==> config.mk <==
export PLATFORM = sky130hd
export DESIGN_NAME = fevp_top
export DESIGN_NICKNAME = d
export VERILOG_FILES = /design/src/rtl/fevp_pkg.sv /design/src/rtl/fevp_top.sv /design/src/rtl/fevp_wait_timer.sv
export SDC_FILE = /design/constraint.sdc
export NUM_CORES = 1
export LEC_CHECK = 0
export BUFFER_PORTS_ARGS = -buffer_cell sky130_fd_sc_hd__buf_2
export CAP_MARGIN = 20
export CORE_AREA = 5 5 109 132
export DETAILED_ROUTE_END_ITERATION = 10
export DIE_AREA = 0 0 114 137
export HOLD_SLACK_MARGIN = 0.1
export PLACE_DENSITY = 0.72
export SETUP_SLACK_MARGIN = 0.3
export SYNTH_ARGS = -nofsm -noshare
export SYNTH_HDL_FRONTEND = slang
export SYNTH_SLANG_ARGS = --single-unit
==> constraint.sdc <==
create_clock -name clk -period 4 [get_ports clk]
set_input_delay 0.4 -clock clk [delete_from_list [all_inputs] [get_ports clk]]
set_output_delay 0.4 -clock clk [all_outputs]
set_load 0.01 [all_outputs]
==> src/rtl/fevp_pkg.sv <==
// Constants, register map and carrier types of the flash erase-verify protection block
package fevp_pkg;

  // ****************************************
  // Bus and register map
  // ****************************************
  localparam logic [7:0] OFS_CTRL_ONE   = 8'h00;
  localparam logic [7:0] OFS_CTRL_TWO   = 8'h04;
  localparam logic [7:0] OFS_BLKSEL_ONE = 8'h08;
  localparam logic [7:0] OFS_BLKSEL_TWO = 8'h0C;
  localparam logic [7:0] OFS_RAM_OVL    = 8'h10;
  localparam logic [7:0] OFS_STATUS     = 8'h14;
  localparam logic [7:0] OFS_DUMMY_WR   = 8'h18;
  localparam logic [7:0] OFS_VERIFY_RD  = 8'h1C;

  localparam int unsigned ERR_FLAG_POS  = 7;
  localparam int unsigned RAM_SEL_POS   = 3;
  localparam int unsigned DUMMY_AW      = 24;
  localparam int unsigned DUMMY_AW_LSB  = 8;
  localparam logic [7:0]  DUMMY_DATA    = 8'hFF;
  localparam logic [7:0]  BLKSEL_RESET  = 8'h00;
  localparam logic [2:0]  RAM_RGN_RESET = 3'h0;
  localparam logic [1:0]  HTRANS_NONSEQ = 2'h2;
  localparam logic        HRESP_OKAY    = 1'b0;

  // ****************************************
  // Minimum wait times
  // ****************************************
  localparam int unsigned CLK_PERIOD_NS = 25;
  localparam int unsigned T_SESU_NS     = 1000;
  localparam int unsigned T_CE_NS       = 1000;
  localparam int unsigned T_SEV_NS      = 1000;
  localparam int unsigned T_SEVR_NS     = 1000;
  localparam int unsigned TMR_W         = 10;

  // Least times round up to whole cycles
  function automatic logic [TMR_W-1:0] ns_to_cyc(input int unsigned ns);
    int unsigned c;
    c = (ns + CLK_PERIOD_NS - 1) / CLK_PERIOD_NS;
    if (c < 1) c = 1;
    return c[TMR_W-1:0];
  endfunction

  localparam logic [TMR_W-1:0] SESU_CYC = ns_to_cyc(T_SESU_NS);
  localparam logic [TMR_W-1:0] CE_CYC   = ns_to_cyc(T_CE_NS);
  localparam logic [TMR_W-1:0] SEV_CYC  = ns_to_cyc(T_SEV_NS);
  localparam logic [TMR_W-1:0] SEVR_CYC = ns_to_cyc(T_SEVR_NS);

  // ****************************************
  // Carrier types
  // ****************************************
  typedef struct packed {
    logic software_write_enable_bit;
    logic erase_setup_bit;
    logic psu;
    logic ev;
    logic pv;
    logic e;
    logic p;
  } fevp_ctrl_one_t;

  localparam fevp_ctrl_one_t CTRL_ONE_RESET = '0;

  typedef struct packed {
    logic erase_verify;
    logic prog_verify;
    logic erase_mode;
    logic prog_mode;
  } fevp_mode_t;

  typedef struct packed {
    logic bus_release;
    logic sleep_exec;
    logic exception_start;
    logic flash_read;
  } fevp_err_evt_t;

endpackage

==> src/rtl/fevp_top.sv <==
// Flash erase-verify sequencer and program/erase protection with AHB-Lite registers
`timescale 1ns/1ps

module fevp_top
  import fevp_pkg::*;
(
  // Clock and reset
  input  wire logic                 clk,
  input  wire logic                 rst_n,
  // AHB-Lite slave
  input  wire logic                 hsel,
  input  wire logic [31:0]          haddr,
  input  wire logic [1:0]           htrans,
  input  wire logic                 hwrite,
  input  wire logic [2:0]           hsize,
  input  wire logic [31:0]          hwdata,
  input  wire logic                 hready,
  output logic [31:0]               hrdata,
  output logic                      hreadyout,
  output logic                      hresp,
  // System protection inputs
  input  wire logic                 flash_write_enable_pin,
  input  wire logic                 watchdog_reset,
  input  wire logic                 standby,
  input  wire fevp_err_evt_t        err_evt,
  // Flash array side
  input  wire logic [15:0]          flash_rdata,
  output logic [DUMMY_AW-1:0]       flash_addr,
  output fevp_mode_t                flash_mode,
  output logic [15:0]               erase_block_en,
  // Watchdog guard
  output logic                      watchdog_guard_clear
);

  // ****************************************
  // State
  // ****************************************
  fevp_ctrl_one_t      ctrl_one_q, ctrl_one_d;
  logic [7:0]          blksel_one_q, blksel_one_d;
  logic [7:0]          blksel_two_q, blksel_two_d;
  logic                ram_sel_q;
  logic [2:0]          ram_rgn_q;
  logic                err_q, err_d;
  logic                wr_pend_q;
  logic [7:0]          wr_addr_q;
  logic                dummy_ok_q;
  fevp_mode_t          mode_q, mode_d;
  logic [15:0]         blk_en_q, blk_en_d;
  logic [DUMMY_AW-1:0] faddr_q;
  logic [31:0]         hrdata_q;
  logic                hreadyout_q;
  logic                hresp_q;
  logic                wdt_clr_q;
  logic [TMR_W-1:0]    elapsed;
  logic                tmr_restart;
  logic                hw_clear;
  logic                dummy_acc;
  logic                addr_phase;

  // Wait is met once the counter reaches the least cycle count
  function automatic logic wait_met(input logic [TMR_W-1:0] el,
                                    input logic [TMR_W-1:0] need);
    return el >= need;
  endfunction

  function automatic logic wr_hit(input logic pend, input logic [7:0] a,
                                  input logic [7:0] ofs);
    return pend && (a == ofs);
  endfunction

  // ****************************************
  // Bus address phase
  // ****************************************
  assign addr_phase = hsel && hready && (htrans == HTRANS_NONSEQ);
  // Resets of the sequence without the pin reset
  assign hw_clear   = watchdog_reset || standby;

  always_ff @(posedge clk or negedge rst_n) begin
    if (!rst_n) begin
      wr_pend_q <= 1'b0;
      wr_addr_q <= 8'h00;
    end else begin
      wr_pend_q <= addr_phase && hwrite;
      wr_addr_q <= haddr[7:0];
    end
  end

  // ****************************************
  // Control register one and block selects
  // ****************************************
  always_comb begin
    ctrl_one_d   = ctrl_one_q;
    blksel_one_d = blksel_one_q;
    blksel_two_d = blksel_two_q;
    if (wr_hit(wr_pend_q, wr_addr_q, OFS_CTRL_ONE)) begin
      ctrl_one_d.software_write_enable_bit = hwdata[6];
      ctrl_one_d.psu = hwdata[4];
      ctrl_one_d.ev  = hwdata[3];
      ctrl_one_d.pv  = hwdata[2];
      ctrl_one_d.p   = hwdata[0];
      // Erase pulse only after erase setup has settled
      if (hwdata[1] && !ctrl_one_q.e) begin
        ctrl_one_d.e = ctrl_one_q.erase_setup_bit && wait_met(elapsed, SESU_CYC);
      end else begin
        ctrl_one_d.e = hwdata[1];
      end
      // Erase setup held until the pulse is off for the hold time
      if (!hwdata[5] && ctrl_one_q.erase_setup_bit) begin
        ctrl_one_d.erase_setup_bit = !(!ctrl_one_q.e && !hwdata[1] && wait_met(elapsed, CE_CYC));
      end else begin
        ctrl_one_d.erase_setup_bit = hwdata[5];
      end
    end
    if (wr_hit(wr_pend_q, wr_addr_q, OFS_BLKSEL_ONE)) begin
      blksel_one_d = hwdata[7:0];
    end
    if (wr_hit(wr_pend_q, wr_addr_q, OFS_BLKSEL_TWO)) begin
      blksel_two_d = hwdata[7:0];
    end
    if (!ctrl_one_d.software_write_enable_bit) begin
      ctrl_one_d.p = 1'b0;
      ctrl_one_d.e = 1'b0;
    end
    if (!flash_write_enable_pin || hw_clear) begin
      ctrl_one_d   = CTRL_ONE_RESET;
      blksel_one_d = BLKSEL_RESET;
      blksel_two_d = BLKSEL_RESET;
    end
  end

  always_ff @(posedge clk or negedge rst_n) begin
    if (!rst_n) begin
      ctrl_one_q   <= CTRL_ONE_RESET;
      blksel_one_q <= BLKSEL_RESET;
      blksel_two_q <= BLKSEL_RESET;
    end else begin
      ctrl_one_q   <= ctrl_one_d;
      blksel_one_q <= blksel_one_d;
      blksel_two_q <= blksel_two_d;
    end
  end

  // ****************************************
  // RAM overlay control
  // ****************************************
  // Overlay setting is not part of the flash reset group
  always_ff @(posedge clk or negedge rst_n) begin
    if (!rst_n) begin
      ram_sel_q <= 1'b0;
      ram_rgn_q <= RAM_RGN_RESET;
    end else if (wr_hit(wr_pend_q, wr_addr_q, OFS_RAM_OVL)) begin
      ram_sel_q <= hwdata[RAM_SEL_POS];
      ram_rgn_q <= hwdata[2:0];
    end
  end

  // ****************************************
  // Error protection
  // ****************************************
  always_comb begin
    err_d = err_q;
    if (hw_clear) begin
      err_d = 1'b0;
    end
    // Only an active program or erase can raise the flag
    if ((mode_q.prog_mode || mode_q.erase_mode) && (err_evt != '0)) begin
      err_d = 1'b1;
    end
  end

  always_ff @(posedge clk or negedge rst_n) begin
    if (!rst_n) begin
      err_q <= 1'b0;
    end else begin
      err_q <= err_d;
    end
  end

  // ****************************************
  // Operating modes and block enables
  // ****************************************
  always_comb begin
    mode_d.prog_mode  = ctrl_one_d.p && ctrl_one_d.psu && !err_d && !ram_sel_q;
    mode_d.erase_mode = ctrl_one_d.e && ctrl_one_d.erase_setup_bit && !err_d && !ram_sel_q
                        && ({blksel_two_d, blksel_one_d} != 16'h0000);
    // Verify survives error and emulation protection, not a low pin
    mode_d.prog_verify  = ctrl_one_d.pv && flash_write_enable_pin;
    mode_d.erase_verify = ctrl_one_d.ev && flash_write_enable_pin;
    blk_en_d = mode_d.erase_mode ? {blksel_two_d, blksel_one_d} : 16'h0000;
  end

  always_ff @(posedge clk or negedge rst_n) begin
    if (!rst_n) begin
      mode_q   <= '0;
      blk_en_q <= 16'h0000;
    end else begin
      mode_q   <= mode_d;
      blk_en_q <= blk_en_d;
    end
  end

  // Leaving erase setup drops the overerase watchdog setting
  always_ff @(posedge clk or negedge rst_n) begin
    if (!rst_n) begin
      wdt_clr_q <= 1'b0;
    end else begin
      wdt_clr_q <= ctrl_one_q.erase_setup_bit && !ctrl_one_d.erase_setup_bit;
    end
  end

  // ****************************************
  // Wait timing and dummy write
  // ****************************************
  assign dummy_acc = wr_hit(wr_pend_q, wr_addr_q, OFS_DUMMY_WR)
                     && (mode_q.erase_verify || mode_q.prog_verify)
                     && (hwdata[7:0] == DUMMY_DATA)
                     && wait_met(elapsed, SEV_CYC);

  assign tmr_restart = dummy_acc
                       || (ctrl_one_d.e != ctrl_one_q.e)
                       || (ctrl_one_d.erase_setup_bit != ctrl_one_q.erase_setup_bit)
                       || (ctrl_one_d.ev != ctrl_one_q.ev)
                       || (ctrl_one_d.pv != ctrl_one_q.pv);

  fevp_wait_timer u_timer (
    .clk       (clk),
    .rst_n     (rst_n),
    .restart   (tmr_restart),
    .elapsed_q (elapsed)
  );

  always_ff @(posedge clk or negedge rst_n) begin
    if (!rst_n) begin
      faddr_q    <= '0;
      dummy_ok_q <= 1'b0;
    end else if (dummy_acc) begin
      faddr_q    <= hwdata[DUMMY_AW_LSB +: DUMMY_AW];
      dummy_ok_q <= 1'b1;
    end else if (!mode_d.erase_verify && !mode_d.prog_verify) begin
      dummy_ok_q <= 1'b0;
    end
  end

  // ****************************************
  // Bus read data and response
  // ****************************************
  // Control, error and block select reads use next-state values so a read after a write sees it; RAM overlay and status use registered values, bar the pin bit
  always_ff @(posedge clk or negedge rst_n) begin
    if (!rst_n) begin
      hrdata_q <= 32'h0000_0000;
    end else if (addr_phase && !hwrite) begin
      if (haddr[7:0] == OFS_CTRL_ONE) begin
        hrdata_q <= {25'h0, ctrl_one_d};
      end else if (haddr[7:0] == OFS_CTRL_TWO) begin
        hrdata_q <= {24'h0, err_d, 7'h00};
      end else if (haddr[7:0] == OFS_BLKSEL_ONE) begin
        hrdata_q <= {24'h0, blksel_one_d};
      end else if (haddr[7:0] == OFS_BLKSEL_TWO) begin
        hrdata_q <= {24'h0, blksel_two_d};
      end else if (haddr[7:0] == OFS_RAM_OVL) begin
        hrdata_q <= {28'h0, ram_sel_q, ram_rgn_q};
      end else if (haddr[7:0] == OFS_STATUS) begin
        hrdata_q <= {25'h0, dummy_ok_q, err_q, !flash_write_enable_pin, mode_q};
      end else if (haddr[7:0] == OFS_VERIFY_RD) begin
        // Early or unarmed verify reads return zero, never stale array data
        if (dummy_ok_q && !tmr_restart && wait_met(elapsed, SEVR_CYC)) begin
          hrdata_q <= {16'h0000, flash_rdata};
        end else begin
          hrdata_q <= 32'h0000_0000;
        end
      end else begin
        hrdata_q <= 32'h0000_0000;
      end
    end
  end

  always_ff @(posedge clk or negedge rst_n) begin
    if (!rst_n) begin
      hreadyout_q <= 1'b0;
      hresp_q     <= HRESP_OKAY;
    end else begin
      hreadyout_q <= 1'b1;
      hresp_q     <= HRESP_OKAY;
    end
  end

  // ****************************************
  // Outputs
  // ****************************************
  assign hrdata               = hrdata_q;
  assign hreadyout            = hreadyout_q;
  assign hresp                = hresp_q;
  assign flash_addr           = faddr_q;
  assign flash_mode           = mode_q;
  assign erase_block_en       = blk_en_q;
  assign watchdog_guard_clear = wdt_clr_q;

endmodule

==> src/rtl/fevp_wait_timer.sv <==
// Saturating cycle counter that measures time since the last sequence event
`timescale 1ns/1ps
module fevp_wait_timer
  import fevp_pkg::*;
(
  // Clock and reset
  input  wire logic             clk,
  input  wire logic             rst_n,
  // Control
  input  wire logic             restart,
  // Elapsed cycles
  output logic [TMR_W-1:0]      elapsed_q
);

  // ****************************************
  // Counter
  // ****************************************
  // Saturation keeps a long wait from wrapping back below a threshold
  always_ff @(posedge clk or negedge rst_n) begin
    if (!rst_n) begin
      elapsed_q <= '0;
    end else if (restart) begin
      elapsed_q <= '0;
    end else if (elapsed_q != '1) begin
      elapsed_q <= elapsed_q + 1'b1;
    end
  end

endmodule

==> results of run 1 <==
## registers in the layout, indices dropped and copies added (netlist names), 3 cells and up
signal / cells
ram_rgn_q: 3
flash_addr: 24
u_timer.elapsed_q: 10
blksel_one_q: 8
hrdata: 16
ctrl_one_q: 7
flash_mode: 4
blksel_two_q: 8
erase_block_en: 16
wr_addr_q: 8
## kinds of logic (layout without fill, tap and decap cells)
group | count (synthesis) | in the layout | synth area share (%)
and+or+nand+nor | 255 | 255 | 24.72
DFF | 110 | 110 | 54.48
other | 2 | 18 | 0.1486
buffers and inverters | 45 | 167 | 5.102
AOI/OAI and AO/OA | 77 | 77 | 9.857
xor gates and xnor gates | 5 | 5 | 0.8669
adders and majority gates | 3 | 3 | 0.7430
muxes | 20 | 20 | 4.086
## stage by stage
stage          area [um^2]  power [uW]
2_1_floorplan         5112        1397
3_3_place_gp          5834        1494
3_5_place_dp          5834        1509
4_1_cts               6125        2370
5_1_grt               6145        2465
6_report              6145        2351
## worst register-to-register path: stages (launching register included)
cell	delay (ns)
dfrtp_1	0.38
or4b_1	0.69
nor3_1	0.44
nand2_1	0.11
a21oi_1	0.21
inv_1	0.07
ha_1	0.29
o21a_1	0.12
o41ai_1	0.15
nor4_2	0.27
buf_4	0.18
a31oi_1	0.08
o32ai_1	0.30
## power by group through the flow
stage | clock [uW] | combinational (uW) | sequential (uW)
floorplan | 0 | 164 | 1230
global route | 925 | 313 | 1230
finish | 861 | 273 | 1220
global placement | 0 | 261 | 1230
detailed placement | 0 | 272 | 1240
CTS | 879 | 274 | 1220
## final timing paths
kind                                      end  slack [ns]
max                                 hrdata[2]        0.60
min                              wr_addr_q[4]        0.19
max reg2reg                         hrdata[2]        0.60
min reg2reg                    flash_addr[21]        0.47
max in group asynchronous       ctrl_one_q[0]        2.58
min in group asynchronous  erase_block_en[10]        0.54
## per-layer routing
| metal | GRT usage, % | up-vias | share of wire (%) |
|---|---|---|---|
| li1 | - | 2046 | - |
| met4 | 9.835 | 0 | 4.4 |
| met2 | 30.86 | 197 | 51 |
| met3 | 3.317 | 38 | 7.7 |
| met5 | 0 | - | 0 |
| met1 | 21.27 | 2058 | 37 |
## layout make-up
class	instances	area, um^2
multi-input combinational	378	2113
sequential	110	2753
tap	168	210.2
clock buffer	11	232.7
clock inverter	3	47.55
inverter	10	37.54
timing repair buffer	143	750.7
fill	1247	6805
## what timing repair did
action	4_1_cts	5_1_grt
hold buffers	1	0
resized for setup	0	1
setup buffers	0	1
setup endpoints to repair	0	12
endpoints found under the hold margin	33	0
## synthesized netlist by cell type (3+ instances only)
cell type	number	share of area [%]
nor3_1	22	2.2
a21oi_1	14	1.4
nand2_1	112	8.3
nand4_1	5	0.62
nor2b_1	6	0.74
xor2_1	3	0.52
ha_1	3	0.74
mux2i_1	15	3.0
inv_1	10	0.74
nand2b_1	4	0.50
buf_2	3	0.30
buf_4	19	2.8
nand3_1	12	1.2
o221ai_1	3	0.52
and4_1	3	0.52
clkbuf_1	11	0.82
nor4_1	8	0.99
dfrtp_1	110	54
nor2_1	46	3.4
a31oi_1	11	1.4
mux2_2	5	1.1
a221oi_1	6	1.0
and2_1	5	0.62
o32ai_1	3	0.52
o21ai_0	22	2.2
and3_1	4	0.50
==> results.cfg, run 1 <==
[run_status]
status = complete, no violations

[clocking]
h-tree-depth = 3
numClockSinks = 110
cts_tree = yes
clk_pin_slew_worst_paths_ns = 0.07
numCtsBuffers = 9
cts_buffer_depth = 2
clockRootBuffer = clkbuf_16
clkLatencyLatePin_ns = 0.34

[critical_path]
critPathMaxFanout = 5
start_kind = flip-flop
crit_arrival_ns = 3.63
path_cells = or4b_1 -> nor3_1 -> nand2_1 -> a21oi_1 -> inv_1 -> ha_1 -> o21a_1 -> o41ai_1 -> nor4_2 -> buf_4 -> a31oi_1 -> o32ai_1
slowest_stage = or4b_1
cp_top_family = simple AND/OR/NAND/NOR gates
max_stage_delay_ns = 0.69
crit_buf_inv = 2
critPathCaptureType = flip-flop
critical_path_depth = 12
reg2regPathDepth = 12
critPathKind = reg -> reg
r2r-start = wr_addr_q[5]
crit_start = wr_addr_q[5]
cp.required_ns = 4.23

[global_routing]
antenna_found_initial = 0
grt_overflow = 0
grt_use_total_pct = 18.00
grt_pass1_wl_mm = 22.14
grt_max_degree = 42
grt_pass1_vias = 4344

[timing]
fin_tns_setup_ns = 0
grt_setup_unrepaired = false
hold_ws_ns = 0.1901
post-route-min-period_ns = 3.401
setup_ws_ns = 0.5987
tightest_slew_ns = 1.120
hold_viol_final = 0
finalMaxSlewViolations = 0
relSlewSlack_pct = 24.66
skew_ns = 0.008225
fin_crit_sh_pct = 85.03
setup_violations = 0
fmax_mhz = 294.0

[placed_design]
dp_hpwl_mm = 10.57
dp_slack_ns = 0.5092
dpl.cell_count = 806
port_buffers = 131
gp_congestion = 0.9240

[floorplan]
start_util_pct = 39.01
rows = 46
num_io_pins = 176
coreArea_mm2 = 0.01295
die_area_mm2 = 0.01562
fp.dieW_um = 114
dieHeight_um = 137

[pwr]
power_frac_comb_pct = 11.6
internal-power_uw = 1759
seqPwrFrac_pct = 51.8
max-vdd-ir-drop_mv = 0.1713
pwr-share-clk_pct = 36.6
p_sw_share_pct = 25.19
total_leakage_power_uw = 0.003042
p_sw_uw = 592.3
cellPowerDensity_mw_per_mm2 = 382.6

[logic_synthesis]
netlist_area_mm2 = 0.005052
syn_inst = 517
yosysSeqAreaShare_pct = 54.48
avgSynthCellArea_um2 = 9.772
synth_seq_cells = 110
yosys_warnings = 0
synth_edf_count = 0
ys_types = 61
synth_ff_type = dfrtp_1
synthArstFlopShare_pct = 100.0

[route]
remaining_drc_errors = 0
drt-total-wl_mm = 13.66
drtPass1Iterations = 5
post_drt_via_cell_ratio = 5.272
antenna_left = 0
wl_per_cell_um = 16.59
dr_total_vias = 4339
drt_iter0_drc = 223

[finish]
mostFrequentLayoutCells = buf_2 (130), nand2_1 (112), dfrtp_1 (110)
area_growth_pct = 21.62
nets = 752
final_core_util_pct = 47.45
layout_commonest_cell = buf_2
antennaDiodeCount = 0
drive_gt1_share_pct = 26.72
final_cells = 823

[min_path]
hp-class = in -> reg
hp-start = haddr[4]
worstHoldPathCells = 1

[job]
maxCapViolCount = 0
Power figures use the tool's default switching activity.
==> run 2, diff against run 1 <==
ABC_AREA = 1   (was unset)
CORE_AREA = 5 5 111 134   (was 5 5 109 132)
DIE_AREA = 0 0 116 139   (was 0 0 114 137)
RECOVER_POWER = 25   (was unset)
==> run 2 against run 1 <==
The run now ends with capacitance limit, slew limit left. Final cell count is 14% higher. Synthesized cell count is 20% higher. Clock power is 2.4% higher. Utilization is 0.56 points lower. Critical path type unchanged.
==> results.cfg, run 2 <==
[run_status]
status = finished with violations
violations = capacitance limit, slew limit

[route]
post_drt_via_cell_ratio = 4.668
dr_total_vias = 4374
drt_iter0_drc = 280
remaining_drc_errors = 0
antenna_left = 0
drt-total-wl_mm = 13.45
wl_per_cell_um = 14.35
drtPass1Iterations = 4

[global_routing]
grt_pass1_vias = 4319
grt_overflow = 0
met2_usage_pct = 28.22
grt_util_met3_pct = 3.579
use_met1_pct = 22.15
grt_pass1_wl_mm = 21.83
grt-busiest-layer = met2
antenna_found_initial = 0
grt_use_total_pct = 17.20
grt_max_degree = 79

[critical_path]
cp.required_ns = 4.26
start_kind = flip-flop
critPathMaxFanout = 10
critPathCaptureType = flip-flop
r2r_setup_slack_ns = 0.82
crit_arrival_ns = 3.44
critPathKind = reg -> reg

[placed_design]
detailed_place.area_mm2 = 0.006043
dp_slack_ns = 0.7839
dp_hpwl_mm = 10.42
port_buffers = 131
gp_congestion = 0.9095

[clocking]
numClockSinks = 110
clockRootBuffer = clkbuf_16
cts_buffer_depth = 2
h-tree-depth = 3
numCtsBuffers = 9
cts_tree = yes
clk_pin_slew_worst_paths_ns = 0.07
ctsResizeCount = 0
clkLatencyLatePin_ns = 0.35
post_cts_buffers = 0

[timing]
fin_crit_sh_pct = 79.52
finalMaxSlewViolations = 74
grt_setup_unrepaired = false
setup_violations = 0
relSlewSlack_pct = -18.03
skew_ns = 0.01036
setup_ws_ns = 0.8192
tightest_slew_ns = 1.771
post-route-min-period_ns = 3.181
hold_viol_final = 0
fin_tns_setup_ns = 0
fmax_mhz = 314.4

[logic_synthesis]
yosysSeqAreaShare_pct = 52.37
synthArstFlopShare_pct = 100.0
syn_inst = 621
synthTopCellsByCount = inv_1 (111), dfrtp_1 (110), nand2_1 (97)
post-synth-top-count-cell = inv_1
synth_ff_type = dfrtp_1
avgSynthCellArea_um2 = 8.464
netlist_area_mm2 = 0.005256
yosys_warnings = 0
synth_top_area_share_pct = 52.37
synth_edf_count = 0
synth_top_area_cell = dfrtp_1
ys_types = 33
synth_area_leaders = dfrtp_1 (52%), inv_1 (7.9%), nand2_1 (6.9%)
synth_seq_cells = 110

[floorplan]
start_util_pct = 38.86
die_area_mm2 = 0.01612
rows = 47
coreArea_mm2 = 0.01353
fp.dieW_um = 116
num_io_pins = 176
dieHeight_um = 139

[finish]
drive_gt1_share_pct = 23.37
mostFrequentLayoutCells = buf_2 (123), inv_1 (111), dfrtp_1 (110)
area_growth_pct = 20.66
layout_commonest_cell = buf_2
largest_reg_flops = 24
antennaDiodeCount = 0
nets = 861
final_cell_area_mm2 = 0.006342

[pwr]
total_leakage_power_uw = 0.003786
max-vdd-ir-drop_mv = 0.1869
cellPowerDensity_mw_per_mm2 = 377.3

[job]
maxCapViolCount = 1

[min_path]
hp-class = in -> reg
## run 2: cell types whose count changed after synthesis, moves of 8 or more
cell / delta
inv_1: +101
nor2_1: +36
nand3_1: +21
nand2_1: -15
a31oi_1: -11
mux2i_1: +9
nor2_2: +9
or2_2: +9
clkbuf_1: -8
nand4_1: +8
## run 2: cell families (layout without fill, tap and decap cells)
logic type | count (synthesis) | in the layout | share of synthesized area, %
simple gates | 280 | 280 | 24.19
buf+inv | 140 | 269 | 11.69
flops | 110 | 110 | 52.37
compound gates | 60 | 60 | 5.999
mux | 24 | 24 | 4.570
fa+ha+maj | 3 | 3 | 0.7142
other cells | 2 | 18 | 0.1429
xor+xnor | 2 | 2 | 0.3333
## run 2: cell type report
class                           instances  area, um^2
Multi-Input combinational cell        387        1949
Tap cell                              171       214.0
Inverter                              115       431.7
Sequential cell                       110        2753
Fill cell                            1358        7183
Clock inverter                          4       30.03
Clock buffer                           12       266.5
Timing Repair Buffer                  138       698.2
## run 2: power breakdown
part	switching [uW]	internal [uW]	leakage, uW
clock network	407	475	0.000145
registers	46.5	1170	0.00146
logic	181	114	0.00218
total	634	1760	0.00379
## run 2: final timing paths
check / start / end / cells after the start
min in group asynchronous: rst_n / flash_addr[21] / 2
max: u_timer.elapsed_q[8] / hrdata[9] / 15
min: haddr[0] / wr_addr_q[0] / 1
max in group asynchronous: rst_n / erase_block_en[7] / 4
min reg2reg: flash_addr[22] / flash_addr[22] / 2
max reg2reg: u_timer.elapsed_q[8] / hrdata[9] / 15
## run 2: layer usage
layer  part of all wire, %  up-vias
met5                     0        -
met4                   2.4        0
met3                   6.4       22
met2                    49      116
met1                    42     2053
li1                      -     2183
## run 2: repair_timing
action,in CTS,in global routing
endpoints found under the hold margin,0,5
hold buffers,0,1
setup endpoints to repair,0,0
## run 2: critical path, stage by stage (launching register included)
cell	delay [ns]
dfrtp_1	0.41
nor2_1	0.12
nand2_1	0.08
nor2_1	0.35
o31ai_1	0.13
a21oi_1	0.23
inv_1	0.09
ha_1	0.29
a21boi_0	0.17
nand3_1	0.08
nor2_1	0.09
buf_4	0.14
nand2_2	0.16
nor3_2	0.25
nand3_1	0.23
o21ai_0	0.26
## run 2: stage by stage
stage / total power, uW / util (%) / instances / hold WS [ns]
after floorplan: 1417 / - / 637 / 0.1044
after global placement: 1525 / 44.68 / 919 / 0.4604
after detailed placement: 1533 / 44.68 / 919 / 0.4678
after CTS: 2418 / 46.87 / 935 / 0.1589
after global routing: 2513 / 46.89 / 937 / 0.1694
final: 2393 / 46.89 / 937 / 0.1744
==> run 3, diff against run 2 <==
ABC_AREA = 0   (was 1)
CORE_AREA = 5 5 109 132   (was 5 5 111 134)
DIE_AREA = 0 0 114 137   (was 0 0 116 139)
PLACE_DENSITY = 0.75   (was 0.72)
clock period = 2.7 ns   (was 4 ns; I/O delays follow)
==> run 3 against run 2 <==
The run ends with setup timing left. Hold slack worse by 0.066 ns. Final cell count is 7.0% lower. Register-to-register slack worse by 0.93 ns. Non-clock buffer count is 51 higher. Highest routed layer unchanged.
==> results.cfg, run 3 (same netlist as run 1, synthesis figures left out) <==
[pwr]
power.total_uw = 3705
total_leakage_power_uw = 0.003314
cellPowerDensity_mw_per_mm2 = 544.8
max-vdd-ir-drop_mv = 0.3492

[min_path]
hp-class = in -> reg

[route]
drtPass1Iterations = 5
dr.max_layer_used = met4
drt_iter0_drc = 356
drt-total-wl_mm = 15.14
met1Wirelength_mm = 6.237
wl_met2_mm = 7.497
remaining_drc_errors = 0
dr_wl_met3_um = 908
wl_per_cell_um = 17.39
dr_total_vias = 4559
post_drt_via_cell_ratio = 5.234
antenna_left = 0

[finish]
layout_commonest_cell = buf_2
multi_input_area_mm2 = 0.002369
final_core_util_pct = 52.52
fillers = 1154
area_growth_pct = 34.62
nets = 798
largest_reg_flops = 24
drive_gt1_share_pct = 34.85
antennaDiodeCount = 0
register_area_mm2 = 0.002753
mostFrequentLayoutCells = buf_2 (117), nand2_1 (110), dfrtp_1 (110)

[critical_path]
path_cells = or4b_4 -> nor3_4 -> nand2_1 -> a21oi_2 -> inv_1 -> ha_1 -> o21a_1 -> o41ai_4 -> buf_4 -> nor3_2 -> buf_4 -> nand4_1 -> a221oi_2
cp.required_ns = 2.96
cp_top_family = simple AND/OR/NAND/NOR gates
r2r_setup_slack_ns = -0.11
critPathMaxFanout = 4
max_stage_delay_ns = 0.56
slowest_stage = or4b_4
crit_buf_inv = 3
crit_arrival_ns = 3.06
start_kind = flip-flop
cp_common_cell = buf_4
critPathCaptureType = flip-flop
critPathKind = reg -> reg

[clocking]
clk_pin_slew_worst_paths_ns = 0.08
cts_tree = yes
numClockSinks = 110
numCtsBuffers = 9
clkLatencyLatePin_ns = 0.35
cts_buffer_depth = 2
h-tree-depth = 3
clockRootBuffer = clkbuf_16

[timing]
finalMaxSlewViolations = 0
fmax_mhz = 356.3
setup_violations = 15
setup_ws_ns = -0.1064
fin_crit_sh_pct = 103.9
post-route-min-period_ns = 2.806
hold_viol_final = 0
relSlewSlack_pct = 19.85
skew_ns = 0.008909
tightest_slew_ns = 1.202
grt_setup_unrepaired = true

[global_routing]
grt_max_degree = 65
grt_use_total_pct = 19.54
grt_overflow = 0
grt_pass1_vias = 4644
grt_pass1_wl_mm = 23.95
antenna_found_initial = 0

[floorplan]
coreArea_mm2 = 0.01295
dieHeight_um = 137
fp.dieW_um = 114
num_io_pins = 176
die_area_mm2 = 0.01562
start_util_pct = 39.01
rows = 46

[job]
maxCapViolCount = 0

[placed_design]
gp_congestion = 0.9139
dp_hpwl_mm = 11.74
port_buffers = 131

[run_status]
violations = setup timing
status = finished with violations
[run 3: worst paths after layout]
kind | from | to | cells past startpoint
min in group asynchronous | rst_n | blksel_one_q[4] | 2
setup reg to reg | wr_addr_q[5] | hrdata[7] | 13
hold reg to reg | flash_addr[18] | flash_addr[18] | 2
setup / recovery | wr_addr_q[5] | hrdata[7] | 13
hold / removal | hwdata[23] | flash_addr[15] | 3
max in group asynchronous | rst_n | hrdata[10] | 3
[run 3: power by group]
part	leakage, uW	switching, uW	total (uW)	internal [uW]
clock network	0.000150	632	1370	739
registers	0.00148	58.1	1780	1730
logic	0.00168	311	549	238
[run 3: area by class of cell]
| class | instances | area share (%) |
|---|---|---|
| flip-flops and latches | 110 | 40.47 |
| multi-input cells | 378 | 34.82 |
| repair buffers | 189 | 16.57 |
| clock buffers | 10 | 3.366 |
| well taps | 168 | 3.091 |
| clock inverters | 6 | 1.122 |
| inverters | 10 | 0.5519 |
[run 3: worst min-delay path: cells and delay by family]
family	cells	cell delay, ns
buf+inv	1	0.07
simple gates	2	0.09
[run 3: per-layer routing]
metal	global-route usage, %	vias to the layer above
met5	0	-
met4	7.327	0
met3	4.334	40
met2	32.71	180
met1	24.72	2206
li1	-	2133
[run 3: per-stage QoR]
| stage | setup WS (ns) | std cells | TNS, ns | cell area, um^2 | hold slack (ns) |
|---|---|---|---|---|---|
| after floorplan | -0.1607 | 533 | -1.279 | 5169 | -0.02559 |
| after global placement | -0.2091 | 839 | -2.394 | 6163 | 0.3191 |
| after detailed placement | -0.2793 | 839 | -2.971 | 6163 | 0.3300 |
| after CTS | -0.1059 | 867 | -0.7057 | 6639 | 0.1046 |
| after global routing | -0.3312 | 871 | -5.789 | 6802 | 0.1109 |
| final | -0.1064 | 871 | -0.9326 | 6802 | 0.1087 |
[run 3: repair_timing]
action	4_1_cts	5_1_grt
gates resized for setup	22	29
hold buffers	8	0
setup buffers	4	4
endpoints found under the hold margin	53	0
pin swaps	19	10
setup endpoints to repair	43	41
